<file path="src/logic/rtc_alarm_consts.svh">
// Register offsets, field positions, reset values and counts of the clock
`ifndef RTC_ALARM_CONSTS_SVH
`define RTC_ALARM_CONSTS_SVH

// Register indexes on the plain register port
`define OFF_CLOCK_CONFIG 4'h0
`define OFF_CLOCK_TRIM 4'h1
`define OFF_PAD_CONFIG 4'h2
`define OFF_ALARM_CONFIG 4'h3
`define OFF_ALARM_REPEAT 4'h4
`define OFF_TIME_WIN_HIGH 4'h5
`define OFF_TIME_WIN_LOW 4'h6
`define OFF_ALARM_WIN_HIGH 4'h7
`define OFF_ALARM_WIN_LOW 4'h8

// Field positions
`define CFG_ENABLE_BIT 7
`define CFG_UNLOCK_BIT 5
`define CFG_ROLLOVER_BIT 4
`define CFG_HALF_BIT 3
`define CFG_PIN_OE_BIT 2
`define ACFG_ENABLE_BIT 7
`define ACFG_ENDLESS_BIT 6
`define PAD_SRC_LSB 1

// Reset value, and the value the endless repeat count wraps to
`define RESET_BYTE 8'h00
`define REPEAT_WRAP 8'hFF

// Oscillator ticks per half second, and the rollover warning window
`define PRESC_LAST 14'h3FFF
`define ROLLOVER_START 14'h3FE0

// BCD limits of the time fields
`define SEC_MAX 8'h59
`define HOUR_MAX 8'h23
`define WEEKDAY_MAX 8'h06
`define MONTH_MAX 8'h12
`define YEAR_MAX 8'h99
`define DAY_MIN 8'h01
`define DIGIT_MAX 4'h9

`endif

</file>
<file path="src/logic/rtc_alarm_pkg.sv">
// Types shared by the calendar clock alarm and trim logic
package rtc_alarm_pkg;

  typedef logic [7:0] bcd_t;

  typedef logic signed [10:0] trim_t;

  typedef enum logic [1:0]
  {
    SRC_ALARM_PULSE = 2'h0,
    SRC_SECONDS = 2'h1,
    SRC_SPARE2 = 2'h2,
    SRC_SPARE3 = 2'h3
  } pin_src_t;

  typedef enum logic [3:0]
  {
    IV_HALF_SEC = 4'h0,
    IV_SECOND = 4'h1,
    IV_TEN_SEC = 4'h2,
    IV_MINUTE = 4'h3,
    IV_TEN_MIN = 4'h4,
    IV_HOUR = 4'h5,
    IV_DAY = 4'h6,
    IV_WEEK = 4'h7,
    IV_MONTH = 4'h8,
    IV_YEAR = 4'h9
  } interval_t;

endpackage

</file>
<file path="src/logic/sync_two_ff.sv">
// Two flip-flop synchroniser for a level from outside the clock domain
`timescale 1ns/1ns
`default_nettype none
module sync_two_ff (
  input wire logic clk, // System clock
  input wire logic rst_n, // Power-on reset, active low
  input wire logic asyncIn, // Level from another domain
  output logic syncOut // Level safe to read
);
  logic meta_ff;

  // First stage feeds only the second stage
  always_ff @(posedge clk or negedge rst_n)
  begin
    if (!rst_n)
    begin
      meta_ff <= 1'b0;
      syncOut <= 1'b0;
    end
    else
    begin
      meta_ff <= asyncIn;
      syncOut <= meta_ff;
    end
  end
endmodule // sync_two_ff
`default_nettype wire

</file>
<file path="src/logic/bcd_field.sv">
// One two-digit BCD time field with load and wrap to a minimum value
`timescale 1ns/1ns
`default_nettype none
module bcd_field #(
  parameter logic [7:0] MIN_VAL = 8'h00
) (
  input wire logic clk, // System clock
  input wire logic rst_n, // Power-on reset, active low
  input wire logic inc, // Count one step
  input wire logic load, // Software write, wins over inc
  input wire logic [7:0] loadVal, // Value written
  input wire logic [7:0] maxVal, // Last value before wrap
  output logic [7:0] value, // Field in BCD
  output logic carry // Wrap into next field
);
  // Lower digit carries at ten, not sixteen
  always_ff @(posedge clk or negedge rst_n)
  begin
    if (!rst_n)
      value <= MIN_VAL;
    else if (load)
      value <= loadVal;
    else if (inc)
    begin
      if (value == maxVal)
        value <= MIN_VAL;
      else if (value[3:0] >= 4'h9)
        value <= {value[7:4] + 4'h1, 4'h0};
      else
        value <= value + 8'h01;
    end
  end

  assign carry = inc && !load && (value == maxVal);
endmodule // bcd_field
`default_nettype wire

</file>
<file path="src/logic/rtc_alarm_calibration.sv">
// Calendar clock with trim, masked alarm, repeat count and pin output
// Operation
// Negative trim removes oscillator pulses each minute
// Positive trim inserts extra pulses each minute
// Trim is signed byte times four
// Software writes trim when stopped or after second
// Alarm enable clears on event unless repeating
// Interval code selects which digits must match
// Match enabled digits each half second tick
// Zero count, no endless bit: one alarm
// Count FFh gives up to 255 repeats
// Count decrements per event, last at zero
// Final counted alarm clears the enable
// Endless mode wraps count to FF
// Every alarm event raises an interrupt
// Alarm pulse toggles per event, 50% duty
// Pin source 00 alarm, 01 seconds
// Runs in sleep; alarm wakes CPU
// Idle has no effect
// Device reset restores alarm configuration, clock runs
// Clock config and repeat reset only at power-on
// Prescalers cleared only by seconds write
// Software changes values only while alarm disabled
// Software edits alarm setup while rollover flag clear
// High alarm window access decrements pointer
// Time digits are BCD, carry at ten
`timescale 1ns/1ns
`default_nettype none
`include "rtc_alarm_consts.svh"
module rtc_alarm_calibration
  import rtc_alarm_pkg::*;
(
  input wire logic clk, // 250 MHz system clock
  input wire logic rst_n, // Power-on reset, async
  input wire logic devRst, // Device reset, sync, active high
  input wire logic xtalIn, // 32.768 kHz oscillator from pin
  input wire logic [3:0] addr, // Register index
  input wire logic [7:0] wdata, // Write data
  input wire logic wr, // Write strobe
  input wire logic rd, // Read strobe
  output logic [7:0] rdata, // Read data, cycle after rd
  output logic alarmIrq, // Interrupt pulse per alarm
  output logic wakeReq, // Wake request pulse per alarm
  output logic clkPin, // Clock output pin level
  output logic clkPinOe // Clock output pin enable
);
  logic xtalSync, xtalPrev_ff, oscTick;
  logic clkEn_ff, unlock_ff, pinOe_ff;
  logic [1:0] timePtr_ff, almPtr_ff;
  logic [7:0] trimCal_ff;
  pin_src_t pinSrc_ff;
  logic almEn_ff, endless_ff;
  interval_t almMask_ff;
  logic [7:0] almRpt_ff;
  bcd_t almVal_ff [0:5];
  logic [13:0] presc_ff;
  logic half_second_flag_ff, halfTickD_ff, almPulse_ff;
  trim_t trimPend_ff, trimLoadVal;
  logic trimPos, trimNeg, step, halfTick, secTick;
  logic secCarry, minCarry, hourCarry, dayCarry, monCarry;
  bcd_t tSec, tMin, tHour, tWday, tDay, tMon, tYear, dayMax;
  logic tLoHit, tHiHit, aHiAcc, timeWrLo, timeWrHi;
  logic acfgWr, rptWr, secLoad, match, alarmEvent, rollover;
  logic [2:0] almIdx;
  bcd_t timeWin, almWin;

  // Oscillator edges, synchronised before any logic looks at them
  sync_two_ff xtalSyncer (
    .clk(clk),
    .rst_n(rst_n),
    .asyncIn(xtalIn),
    .syncOut(xtalSync)
  );

  always_ff @(posedge clk or negedge rst_n)
  begin
    if (!rst_n)
      xtalPrev_ff <= 1'b0;
    else
      xtalPrev_ff <= xtalSync;
  end

  assign oscTick = xtalSync && !xtalPrev_ff;

  // Register strobes
  assign acfgWr = wr && (addr == `OFF_ALARM_CONFIG);
  assign rptWr = wr && (addr == `OFF_ALARM_REPEAT);
  assign tHiHit = (rd || wr) && (addr == `OFF_TIME_WIN_HIGH);
  assign aHiAcc = (rd || wr) && (addr == `OFF_ALARM_WIN_HIGH);
  assign tLoHit = wr && (addr == `OFF_TIME_WIN_LOW);
  assign timeWrLo = tLoHit && unlock_ff;
  assign timeWrHi = wr && (addr == `OFF_TIME_WIN_HIGH) && unlock_ff;
  assign secLoad = timeWrLo && (timePtr_ff == 2'h0);

  // Clock config: only power-on resets it, device reset keeps time
  always_ff @(posedge clk or negedge rst_n)
  begin
    if (!rst_n)
    begin
      clkEn_ff <= 1'b0;
      unlock_ff <= 1'b0;
      pinOe_ff <= 1'b0;
      timePtr_ff <= 2'h0;
    end
    else if (wr && (addr == `OFF_CLOCK_CONFIG))
    begin
      clkEn_ff <= wdata[`CFG_ENABLE_BIT];
      unlock_ff <= wdata[`CFG_UNLOCK_BIT];
      pinOe_ff <= wdata[`CFG_PIN_OE_BIT];
      timePtr_ff <= wdata[1:0];
    end
    else if (tHiHit && (timePtr_ff != 2'h0))
      timePtr_ff <= timePtr_ff - 2'h1;
  end

  // Trim and pad config; trim is taken as written at any time
  always_ff @(posedge clk or negedge rst_n)
  begin
    if (!rst_n)
    begin
      trimCal_ff <= `RESET_BYTE;
      pinSrc_ff <= SRC_ALARM_PULSE;
    end
    else if (wr && (addr == `OFF_CLOCK_TRIM))
      trimCal_ff <= wdata;
    else if (wr && (addr == `OFF_PAD_CONFIG))
      pinSrc_ff <= pin_src_t'(wdata[`PAD_SRC_LSB +: 2]);
  end

  // Pending trim: positive inserts pulses, negative swallows ticks
  assign trimLoadVal = {trimCal_ff[7], trimCal_ff, 2'b00};
  assign trimPos = !trimPend_ff[10] && (trimPend_ff != 11'sh000);
  assign trimNeg = trimPend_ff[10];
  assign step = clkEn_ff && ((oscTick && !trimNeg) || trimPos);

  always_ff @(posedge clk or negedge rst_n)
  begin
    if (!rst_n)
      trimPend_ff <= 11'sh000;
    else if (secCarry) // Seconds field wraps once a minute
      trimPend_ff <= trimLoadVal;
    else if (clkEn_ff && trimPos && !oscTick)
      trimPend_ff <= trimPend_ff - 11'sh001;
    else if (clkEn_ff && trimNeg && oscTick)
      trimPend_ff <= trimPend_ff + 11'sh001;
  end

  // Prescaler to half seconds; no device reset touches it
  assign halfTick = step && (presc_ff == `PRESC_LAST);
  assign secTick = halfTick && half_second_flag_ff;

  always_ff @(posedge clk or negedge rst_n)
  begin
    if (!rst_n)
    begin
      presc_ff <= 14'h0000;
      half_second_flag_ff <= 1'b0;
    end
    else if (secLoad)
    begin
      presc_ff <= 14'h0000;
      half_second_flag_ff <= 1'b0;
    end
    else if (step)
    begin
      presc_ff <= presc_ff + 14'h0001;
      if (halfTick)
        half_second_flag_ff <= !half_second_flag_ff;
    end
  end

  // Month length with leap years every fourth year of the century
  always_comb
  begin
    logic leap;
    leap = tYear[4] ? (tYear[3:0] == 4'h2 || tYear[3:0] == 4'h6)
                    : (tYear[3:0] == 4'h0 || tYear[3:0] == 4'h4 ||
                       tYear[3:0] == 4'h8);
    unique case (tMon)
      8'h02: dayMax = leap ? 8'h29 : 8'h28;
      8'h04, 8'h06, 8'h09, 8'h11: dayMax = 8'h30;
      default: dayMax = 8'h31;
    endcase
  end

  // Time fields in BCD; the seconds field carries into the rest
  bcd_field secField (.clk(clk), .rst_n(rst_n), .inc(secTick),
    .load(secLoad), .loadVal(wdata), .maxVal(`SEC_MAX),
    .value(tSec), .carry(secCarry));
  bcd_field minField (.clk(clk), .rst_n(rst_n), .inc(secCarry),
    .load(timeWrHi && timePtr_ff == 2'h0), .loadVal(wdata),
    .maxVal(`SEC_MAX), .value(tMin), .carry(minCarry));
  bcd_field hourField (.clk(clk), .rst_n(rst_n), .inc(minCarry),
    .load(timeWrLo && timePtr_ff == 2'h1), .loadVal(wdata),
    .maxVal(`HOUR_MAX), .value(tHour), .carry(hourCarry));
  bcd_field wdayField (.clk(clk), .rst_n(rst_n), .inc(hourCarry),
    .load(timeWrHi && timePtr_ff == 2'h1), .loadVal(wdata),
    .maxVal(`WEEKDAY_MAX), .value(tWday), .carry());
  bcd_field #(.MIN_VAL(`DAY_MIN)) dayField (.clk(clk), .rst_n(rst_n),
    .inc(hourCarry), .load(timeWrLo && timePtr_ff == 2'h2),
    .loadVal(wdata), .maxVal(dayMax), .value(tDay), .carry(dayCarry));
  bcd_field #(.MIN_VAL(`DAY_MIN)) monField (.clk(clk), .rst_n(rst_n),
    .inc(dayCarry), .load(timeWrHi && timePtr_ff == 2'h2),
    .loadVal(wdata), .maxVal(`MONTH_MAX), .value(tMon),
    .carry(monCarry));
  bcd_field yearField (.clk(clk), .rst_n(rst_n), .inc(monCarry),
    .load(timeWrLo && timePtr_ff == 2'h3), .loadVal(wdata),
    .maxVal(`YEAR_MAX), .value(tYear), .carry());

  // Alarm config: device reset disables the alarm
  always_ff @(posedge clk or negedge rst_n)
  begin
    if (!rst_n)
    begin
      almEn_ff <= 1'b0;
      endless_ff <= 1'b0;
      almMask_ff <= IV_HALF_SEC;
      almPtr_ff <= 2'h0;
    end
    else if (devRst)
    begin
      almEn_ff <= 1'b0;
      endless_ff <= 1'b0;
      almMask_ff <= IV_HALF_SEC;
      almPtr_ff <= 2'h0;
    end
    else if (acfgWr)
    begin
      almEn_ff <= wdata[`ACFG_ENABLE_BIT];
      endless_ff <= wdata[`ACFG_ENDLESS_BIT];
      almMask_ff <= interval_t'(wdata[5:2]);
      almPtr_ff <= wdata[1:0];
    end
    else
    begin
      if (alarmEvent && !endless_ff && almRpt_ff == 8'h00)
        almEn_ff <= 1'b0;
      if (aHiAcc && almPtr_ff != 2'h0)
        almPtr_ff <= almPtr_ff - 2'h1;
    end
  end

  // Repeat count survives device reset
  always_ff @(posedge clk or negedge rst_n)
  begin
    if (!rst_n)
      almRpt_ff <= `RESET_BYTE;
    else if (rptWr)
      almRpt_ff <= wdata;
    else if (alarmEvent)
    begin
      if (almRpt_ff != 8'h00)
        almRpt_ff <= almRpt_ff - 8'h01;
      else if (endless_ff)
        almRpt_ff <= `REPEAT_WRAP;
    end
  end

  // Alarm values: index is pointer times two plus the high half
  assign almIdx = {almPtr_ff, addr == `OFF_ALARM_WIN_HIGH};

  always_ff @(posedge clk or negedge rst_n)
  begin
    if (!rst_n)
    begin
      for (int i = 0; i < 6; i++)
        almVal_ff[i] <= `RESET_BYTE;
    end
    else if (wr && almPtr_ff != 2'h3 &&
             (addr == `OFF_ALARM_WIN_HIGH || addr == `OFF_ALARM_WIN_LOW))
      almVal_ff[almIdx] <= wdata;
  end

  // Compare one cycle after the tick so the fields have settled
  always_ff @(posedge clk or negedge rst_n)
  begin
    if (!rst_n)
      halfTickD_ff <= 1'b0;
    else
      halfTickD_ff <= halfTick;
  end

  // Masked digit compare; whole-second codes fire only at second start
  always_comb
  begin
    logic s, m;
    s = (tSec == almVal_ff[0]);
    m = (tMin == almVal_ff[1]);
    unique case (almMask_ff)
      IV_HALF_SEC: match = 1'b1;
      IV_SECOND: match = !half_second_flag_ff;
      IV_TEN_SEC: match = !half_second_flag_ff && tSec[3:0] == almVal_ff[0][3:0];
      IV_MINUTE: match = !half_second_flag_ff && s;
      IV_TEN_MIN:
        match = !half_second_flag_ff && s && tMin[3:0] == almVal_ff[1][3:0];
      IV_HOUR: match = !half_second_flag_ff && s && m;
      IV_DAY: match = !half_second_flag_ff && s && m && tHour == almVal_ff[2];
      IV_WEEK: match = !half_second_flag_ff && s && m && tHour == almVal_ff[2] &&
                       tWday == almVal_ff[3];
      IV_MONTH: match = !half_second_flag_ff && s && m && tHour == almVal_ff[2] &&
                        tDay == almVal_ff[4];
      IV_YEAR: match = !half_second_flag_ff && s && m && tHour == almVal_ff[2] &&
                       tDay == almVal_ff[4] && tMon == almVal_ff[5];
      default: match = 1'b0;
    endcase
  end

  // Runs in every power mode, so an event can always wake the CPU
  assign alarmEvent = halfTickD_ff && almEn_ff && match;

  // Interrupt, wake and alarm pulse outputs
  always_ff @(posedge clk or negedge rst_n)
  begin
    if (!rst_n)
    begin
      alarmIrq <= 1'b0;
      wakeReq <= 1'b0;
      almPulse_ff <= 1'b0;
    end
    else
    begin
      alarmIrq <= alarmEvent;
      wakeReq <= alarmEvent;
      if (alarmEvent)
        almPulse_ff <= !almPulse_ff;
    end
  end

  // Pin driver; spare source codes hold the pin low
  always_ff @(posedge clk or negedge rst_n)
  begin
    if (!rst_n)
    begin
      clkPin <= 1'b0;
      clkPinOe <= 1'b0;
    end
    else
    begin
      clkPinOe <= pinOe_ff && clkEn_ff;
      unique case (pinSrc_ff)
        SRC_ALARM_PULSE: clkPin <= almPulse_ff;
        SRC_SECONDS: clkPin <= half_second_flag_ff;
        default: clkPin <= 1'b0;
      endcase
    end
  end

  // Warns software of a coming rollover
  assign rollover = clkEn_ff && half_second_flag_ff && presc_ff >= `ROLLOVER_START;

  // Window read multiplexers
  always_comb
  begin
    unique case ({timePtr_ff, addr == `OFF_TIME_WIN_HIGH})
      3'h0: timeWin = tSec;
      3'h1: timeWin = tMin;
      3'h2: timeWin = tHour;
      3'h3: timeWin = tWday;
      3'h4: timeWin = tDay;
      3'h5: timeWin = tMon;
      3'h6: timeWin = tYear;
      default: timeWin = 8'h00;
    endcase
    almWin = (almPtr_ff == 2'h3) ? 8'h00 : almVal_ff[almIdx];
  end

  // Read data stands the cycle after the strobe only
  always_ff @(posedge clk or negedge rst_n)
  begin
    if (!rst_n)
      rdata <= 8'h00;
    else if (!rd)
      rdata <= 8'h00;
    else
    begin
      unique case (addr)
        `OFF_CLOCK_CONFIG: rdata <= {clkEn_ff, 1'b0, unlock_ff, rollover,
                                     half_second_flag_ff, pinOe_ff, timePtr_ff};
        `OFF_CLOCK_TRIM: rdata <= trimCal_ff;
        `OFF_PAD_CONFIG: rdata <= {5'h00, pinSrc_ff, 1'b0};
        `OFF_ALARM_CONFIG: rdata <= {almEn_ff, endless_ff, almMask_ff,
                                     almPtr_ff};
        `OFF_ALARM_REPEAT: rdata <= almRpt_ff;
        `OFF_TIME_WIN_HIGH, `OFF_TIME_WIN_LOW: rdata <= timeWin;
        `OFF_ALARM_WIN_HIGH, `OFF_ALARM_WIN_LOW: rdata <= almWin;
        default: rdata <= 8'h00;
      endcase
    end
  end
endmodule // rtc_alarm_calibration
`default_nettype wire

</file>
<file path="config.mk">
export PLATFORM = sky130hd
export DESIGN_NAME = rtc_alarm_calibration
export DESIGN_NICKNAME = d
export VERILOG_FILES = /design/src/logic/rtc_alarm_pkg.sv /design/src/logic/sync_two_ff.sv /design/src/logic/bcd_field.sv /design/src/logic/rtc_alarm_calibration.sv
export VERILOG_INCLUDE_DIRS = /design/src /design/src/logic
export SDC_FILE = /design/constraint.sdc
export NUM_CORES = 1
export LEC_CHECK = 0
export ABC_AREA = 0
export BUFFER_PORTS_ARGS = -buffer_cell sky130_fd_sc_hd__buf_2
export CORE_MARGIN = 5
export CORE_UTILIZATION = 30
export CTS_CLUSTER_SIZE = 20
export DETAILED_ROUTE_END_ITERATION = 8
export GPL_ROUTABILITY_DRIVEN = 0
export MAX_ROUTING_LAYER = met4
export PLACE_DENSITY = 0.46
export SYNTH_ARGS = -nofsm -noshare
export SYNTH_HDL_FRONTEND = slang
export SYNTH_SLANG_ARGS = --single-unit
</file>
<file path="constraint.sdc">
create_clock -name clk -period 9.2 [get_ports clk]
set_input_delay 1.84 -clock clk [delete_from_list [all_inputs] [get_ports clk]]
set_output_delay 1.84 -clock clk [all_outputs]
set_load 0.05 [all_outputs]
</file>
==> results.py, run 1 <==
metrics = {
    "route": {
        "via_count": 9798,
        "drt-total-wl_um": 39500,
        "drt-initial-drc-count": 865,
        "drt-wirelength-per-cell_um": 21.7,
        "final_antenna_net_count": 0,
        "route.detailed.drc": 0,
        "firstDrtPassIters": 6,
        "vias_per_cell": 5.39,
    },
    "setup_path": {
        "cp_data_arrival_time_ns": 5.00,
        "cp.required_ns": 9.52,
        "end_kind": "register",
        "critPathMaxStageDelay_ns": 0.82,
        "crit_chain": "buf_2 > nor2b_1 > nand2_1 > a21o_1 > nor3_2 > mux2_2",
        "crit_fanout": 24,
        "reg2reg_from": "trimPend_ff[0]",
        "critPathBufInv": 1,
        "cp_top_family": "simple AND/OR/NAND/NOR gates",
        "startpoint_type": "input pin",
        "crit_type": "in2reg",
        "crit_start": "addr[2]",
        "crit_slowest_cell": "nand2_1",
    },
    "hold_path": {
        "hp-start": "xtalSyncer.meta_ff",
        "hold_class": "reg2reg",
    },
    "grt": {
        "overflow": 0,
        "grt_pass1_wl_um": 60900,
        "grt.total_usage": 0.184,
        "grt_pass1_vias": 9484,
        "grt_antenna_before_repair": 0,
        "grt_max_degree": 69,
    },
    "layout": {
        "drive_gt1_frac": 0.149,
        "multi_input_area_um2": 6990,
        "fillers": 4096,
        "final_cell_count_no_fill": 1817,
        "ff_latch_area_um2": 4430,
        "antenna_cells": 0,
        "syn_to_final_growth_pct": 9.92,
        "fin_nets": 1358,
    },
    "clocking": {
        "ctsHoldBuffers": 0,
        "root_buffer": "clkbuf_16",
        "ctsLongestPathBuffers": 2,
        "cts.htree.levels": 4,
        "clk_latency_ns": 0.45,
        "cts_sinks": 177,
        "cts.reportedPaths.clkPinSlew_ns": 0.07,
        "numCtsBuffers": 17,
        "cts_resized": 0,
        "cts_setup_buffers": 0,
        "cts_tree": "built",
    },
    "power": {
        "leakagePower_nw": 5.46,
        "powerDensity_nw_per_um2": 221,
        "ir_drop_mv": 0.127,
    },
    "sta": {
        "rsz0062_at_grt": "false",
        "setup_tns_ns": 0,
        "skew_ns": 0.0172,
        "drv_slew": 0,
        "worst_slew_pin_slew_ns": 1.08,
        "hold_viol": 0,
        "finalSetupViolations": 0,
        "period_share": 0.509,
        "relSlewSlack": 0.281,
        "max_freq_mhz": 214,
        "fin_crit_ns": 4.68,
    },
    "die": {
        "die_w_um": 209,
        "die_area_um2": 43800,
        "core.rowCount": 73,
        "start_util": 0.301,
        "fp.dieH_um": 209,
        "pin_count": 30,
        "core_um2": 39500,
    },
    "synth": {
        "avgSynthCellArea_um2": 9.23,
        "yosysUniqueCellTypes": 90,
        "synth_top_cell_by_area": "dfrtp_1",
        "netlist_area_um2": 11900,
        "synth_edf_count": 0,
        "synth_area_leaders": "dfrtp_1 37%, ha_1 6.3%, mux2_2 6.1%",
        "synth_top_area_frac": 0.367,
        "yosysWarnings": 0,
        "netlist_instances": 1292,
        "ys.flop_type": "dfrtp_1",
        "syn-num-nets": 1371,
        "synth.ff_latch_count": 177,
        "seq_area_frac_synth": 0.372,
        "synthArstFlopShare": 1.00,
    },
    "run_status": {
        "status": "finished clean",
    },
    "place": {
        "dpl.hpwl_um": 28000,
        "io_buffers": 29,
        "placed_cells": 1785,
    },
    "run": {
        "drv_cap": 0,
    },
}
==> cells by family (layout without fill, tap and decap cells) <==
| logic type | after synthesis | count (layout) | share of synthesized area |
|---|---|---|---|
| adders and majority gates | 61 | 61 | 0.0647 |
| DFF | 177 | 177 | 0.372 |
| xor gates and xnor gates | 80 | 80 | 0.0588 |
| and+or+nand+nor | 486 | 486 | 0.209 |
| AOI/OAI and AO/OA | 255 | 255 | 0.137 |
| muxes | 114 | 114 | 0.115 |
| buffers and inverters | 119 | 119 | 0.0437 |
==> synthesized netlist by cell type, drive strengths merged (5+ instances only) <==
cell / n
a31oi: 22
nand2: 150
xnor2: 43
nor3: 39
o21ai: 61
nand4: 16
nor4: 12
or3: 8
dfrtp: 175
o22ai: 9
nand2b: 6
nor3b: 6
clkbuf: 48
and4: 6
o311ai: 8
nor2b: 7
nor2: 127
mux4: 12
a21o: 5
o31ai: 9
a22oi: 13
xor2: 37
ha: 60
inv: 51
mux2: 65
o211ai: 5
nand3: 48
a21oi: 73
and3: 21
or4: 7
and2: 16
mux2i: 37
a311oi: 6
a211oi: 6
buf: 18
==> worst paths after layout <==
check | depth (start not counted) | slack (ns) | end
setup / recovery | 6 | 4.52 | almVal_ff[14]
hold / removal | 0 | 0.36 | xtalSyncer.syncOut
setup reg to reg | 13 | 5.41 | trimPend_ff[9]
hold reg to reg | 0 | 0.36 | xtalSyncer.syncOut
max in group asynchronous | 2 | 6.54 | presc_ff[2]
min in group asynchronous | 1 | 1.34 | wdayField.value[0]
==> placed cells by master (no fill, tap or decap), types with 15 or more instances in the layout <==
master	n
inv_1	50
o21ai_0	58
mux2i_1	37
nor2_1	127
xor2_1	37
and2_1	15
mux2_2	65
and3_1	15
nand2_1	150
buf_2	28
ha_1	60
a21oi_1	72
nor3_1	28
nand3_1	44
clkbuf_16	17
dfrtp_1	175
xnor2_1	43
a31oi_1	22
==> stage by stage <==
| step | setup slack (ns) | util | hold slack (ns) | power, mW | instance area, um2 |
|---|---|---|---|---|---|
| finish | 4.52 | 0.331 | 0.357 | 2.89 | 13100 |
| global route | 4.42 | 0.331 | 0.366 | 3.07 | 13100 |
| CTS | 4.55 | 0.331 | 0.360 | 2.91 | 13100 |
| detailed placement | 4.10 | 0.315 | 0.342 | 2.10 | 12500 |
| global placement | 4.17 | 0.315 | 0.347 | 2.09 | 12500 |
| floorplan | 5.37 | - | 0.331 | 1.80 | 11900 |
==> per-layer routing <==
metal | part of all wire | track usage
met1 | 0.49 | 0.268
met2 | 0.45 | 0.275
met3 | 0.044 | 0.0281
met4 | 0.014 | 0.0351
met5 | 0 | -
==> state kept, by name (all words and copies together), names as in the netlist, 2 cells and up <==
name	flops
almMask_ff	4
almPtr_ff	2
almRpt_ff	8
almVal_ff	48
dayField.value	8
hourField.value	8
minField.value	8
monField.value	8
pinSrc_ff	2
presc_ff	14
rdata	8
secField.value	8
timePtr_ff	2
trimCal_ff	8
trimPend_ff	11
wdayField.value	8
yearField.value	8
==> layout make-up <==
| type | count | share of cell area |
|---|---|---|
| clock buffers | 19 | 0.0346 |
| clock inverters | 13 | 0.0134 |
| inverters | 51 | 0.0146 |
| multi-input cells | 996 | 0.533 |
| flip-flops and latches | 177 | 0.338 |
| well taps | 525 | 0.0501 |
| repair buffers | 36 | 0.0158 |
==> power breakdown <==
group	switching, mW	total, mW	internal [mW]
logic	0.451	0.843	0.391
registers	0.303	1.25	0.947
clock network	0.350	0.798	0.448
total	1.10	2.89	1.79
Note: power is estimated with default switching activity, not from simulation.
==> inputs of run 2 (changes only) <==
- clock period: 9.2 -> 4.63 ns (I/O delays scaled with it)
==> run 2 against run 1 <==
Compared with the run above:
- clock skew rose by 0.00058 ns
- first-iteration DRC count is 0.81% lower
- clock power rose by 97%
- global-route usage shrank 0.15 points
- sequential power up 95%
- critical path type is now reg2reg
- non-clock buffer count up 8
- count of clock-buffer cells in the layout unchanged
- die area unchanged
==> results.py, run 2 (synthesized netlist as in run 1, its figures left out) <==
metrics = {
    "die": {
        "pin_count": 30,
        "core_um2": 39500,
        "fp.dieH_um": 209,
        "die_area_um2": 43800,
        "core.rowCount": 73,
        "die_w_um": 209,
        "start_util": 0.301,
    },
    "clocking": {
        "cts_setup_buffers": 0,
        "numCtsBuffers": 17,
        "cts_resized": 0,
        "ctsHoldBuffers": 0,
        "cts_tree": "built",
        "cts.htree.levels": 4,
        "cts.reportedPaths.clkPinSlew_ns": 0.07,
        "clk_latency_ns": 0.45,
        "root_buffer": "clkbuf_16",
        "cts_sinks": 177,
        "ctsLongestPathBuffers": 2,
    },
    "hold_path": {
        "hold_class": "reg2reg",
    },
    "grt": {
        "grt_pass1_wl_um": 60500,
        "grt_pass1_vias": 9440,
        "overflow": 0,
        "grt.total_usage": 0.183,
        "grt_max_degree": 97,
        "grt_antenna_before_repair": 0,
    },
    "sta": {
        "worst_slew_pin_slew_ns": 0.969,
        "setup_tns_ns": 0,
        "period_share": 0.797,
        "drv_slew": 0,
        "holdWs_ns": 0.352,
        "relSlewSlack": 0.348,
        "skew_ns": 0.0178,
        "hold_viol": 0,
        "rsz0062_at_grt": "false",
        "max_freq_mhz": 271,
        "finalSetupViolations": 0,
        "fin_crit_ns": 3.69,
    },
    "route": {
        "vias_per_cell": 5.41,
        "via_count": 9873,
        "route.detailed.drc": 0,
        "drt-initial-drc-count": 858,
        "drt-wirelength-per-cell_um": 21.5,
        "final_antenna_net_count": 0,
        "firstDrtPassIters": 5,
        "drt-total-wl_um": 39300,
    },
    "run": {
        "drv_cap": 0,
    },
    "setup_path": {
        "crit_path_frequent_cell": "a21oi_1",
        "crit_start": "trimPend_ff[1]",
        "crit_type": "reg2reg",
        "startpoint_type": "register",
        "crit_slowest_cell": "a2111oi_0",
        "end_kind": "register",
        "critPathMaxStageDelay_ns": 0.66,
        "r2r_setup_slack_ns": 0.94,
        "ff2ff_path_depth": 13,
        "rr_endpoint": "trimPend_ff[9]",
        "reg2reg_from": "trimPend_ff[1]",
        "crit_path_end": "trimPend_ff[9]",
        "cp_data_arrival_time_ns": 4.01,
        "crit_fanout": 10,
        "cp.required_ns": 4.95,
        "crit_chain": "nor4_1 > nand3_1 > nand2_1 > nor2_1 > ha_1 > a21o_1 > a21oi_1 > o21bai_1 > a2111oi_0 > o31ai_1 > xor2_1 > mux2i_1 > a21oi_1",
    },
    "power": {
        "internal_power_mw": 3.52,
        "p_sw_frac": 0.389,
        "leakagePower_nw": 5.49,
        "p_clk_frac": 0.272,
        "p_sw_mw": 2.24,
        "ir_drop_mv": 0.264,
        "pwr-share-seq": 0.424,
        "powerDensity_nw_per_um2": 438,
        "combPwrFrac": 0.304,
    },
    "layout": {
        "antenna_cells": 0,
        "post-route-util": 0.333,
        "drive_gt1_frac": 0.153,
        "fin_nets": 1366,
        "layout_commonest_cell": "dfrtp_1",
        "syn_to_final_growth_pct": 10.4,
        "final_cell_count_no_fill": 1825,
        "largest_register_ffs": 48,
        "final_cell_mix": "175 x dfrtp_1, 150 x nand2_1, 127 x nor2_1",
        "top_regs": "almVal_ff x48, presc_ff x14, trimPend_ff x11",
        "largest_register": "almVal_ff",
    },
    "place": {
        "placed_cells": 1793,
        "io_buffers": 29,
        "dpl.hpwl_um": 28300,
    },
    "run_status": {
        "status": "finished clean",
    },
}
-- run 2: changes by cell type in the layout (fill, tap and decap cells not counted), sizes merged --
cell    delta
clkinv     -1
inv        +2
bufinv     -1
buf        +8
-- run 2: cell type report --
cell class	instances	area, um2
well taps	525	657
clock buffers	19	443
flip-flops and latches	177	4430
repair buffers	44	279
multi-input cells	996	6990
inverters	51	191
clock inverters	13	170
fillers	4065	26400
-- run 2: worst min-delay path by stage --
stage / startpoint / end / slack (ns) / cells after the start
6_report: xtalSyncer.meta_ff / xtalSyncer.syncOut / 0.35 / 0
5_1_grt: xtalSyncer.meta_ff / xtalSyncer.syncOut / 0.36 / 0
4_1_cts: xtalSyncer.meta_ff / xtalSyncer.syncOut / 0.35 / 0
3_5_place_dp: xtalSyncer.meta_ff / xtalSyncer.syncOut / 0.34 / 0
3_3_place_gp: xtalSyncer.meta_ff / xtalSyncer.syncOut / 0.34 / 0
2_1_floorplan: xtalSyncer.meta_ff / xtalSyncer.syncOut / 0.33 / 0
-- run 2: routing by layer --
| metal | part of all wire | GRT usage | vias up |
|---|---|---|---|
| met3 | 0.043 | 0.0254 | 50 |
| met1 | 0.48 | 0.261 | 4952 |
| li1 | - | - | 4626 |
| met2 | 0.46 | 0.278 | 245 |
| met5 | 0 | - | - |
| met4 | 0.018 | 0.0403 | 0 |
-- run 2: through the flow --
stage | instance area, um2 | power (mW) | worst slack (ns)
final | 13200 | 5.76 | 0.942
after detailed placement | 12500 | 4.21 | 0.962
after global routing | 13200 | 6.10 | 0.593
after floorplan | 11900 | 3.58 | 1.57
after CTS | 13200 | 5.79 | 0.954
after global placement | 12500 | 4.19 | 1.06
-- run 2: power by group through the flow --
stage / Clock [mW] / Combinational, mW / Sequential, mW
3_5_place_dp: 0 / 1.74 / 2.47
3_3_place_gp: 0 / 1.72 / 2.47
4_1_cts: 1.60 / 1.75 / 2.44
6_report: 1.57 / 1.75 / 2.44
5_1_grt: 1.66 / 1.96 / 2.48
2_1_floorplan: 0 / 1.35 / 2.23
-- run 2: worst max-delay path: cells and delay by family (launching register included) --
family / cells / cell delay [ns]
fa+ha+maj: 1 / 0.32
simple gates: 4 / 1.05
compound gates: 6 / 1.41
xor+xnor: 1 / 0.19
mux: 1 / 0.17
flops: 1 / 0.43
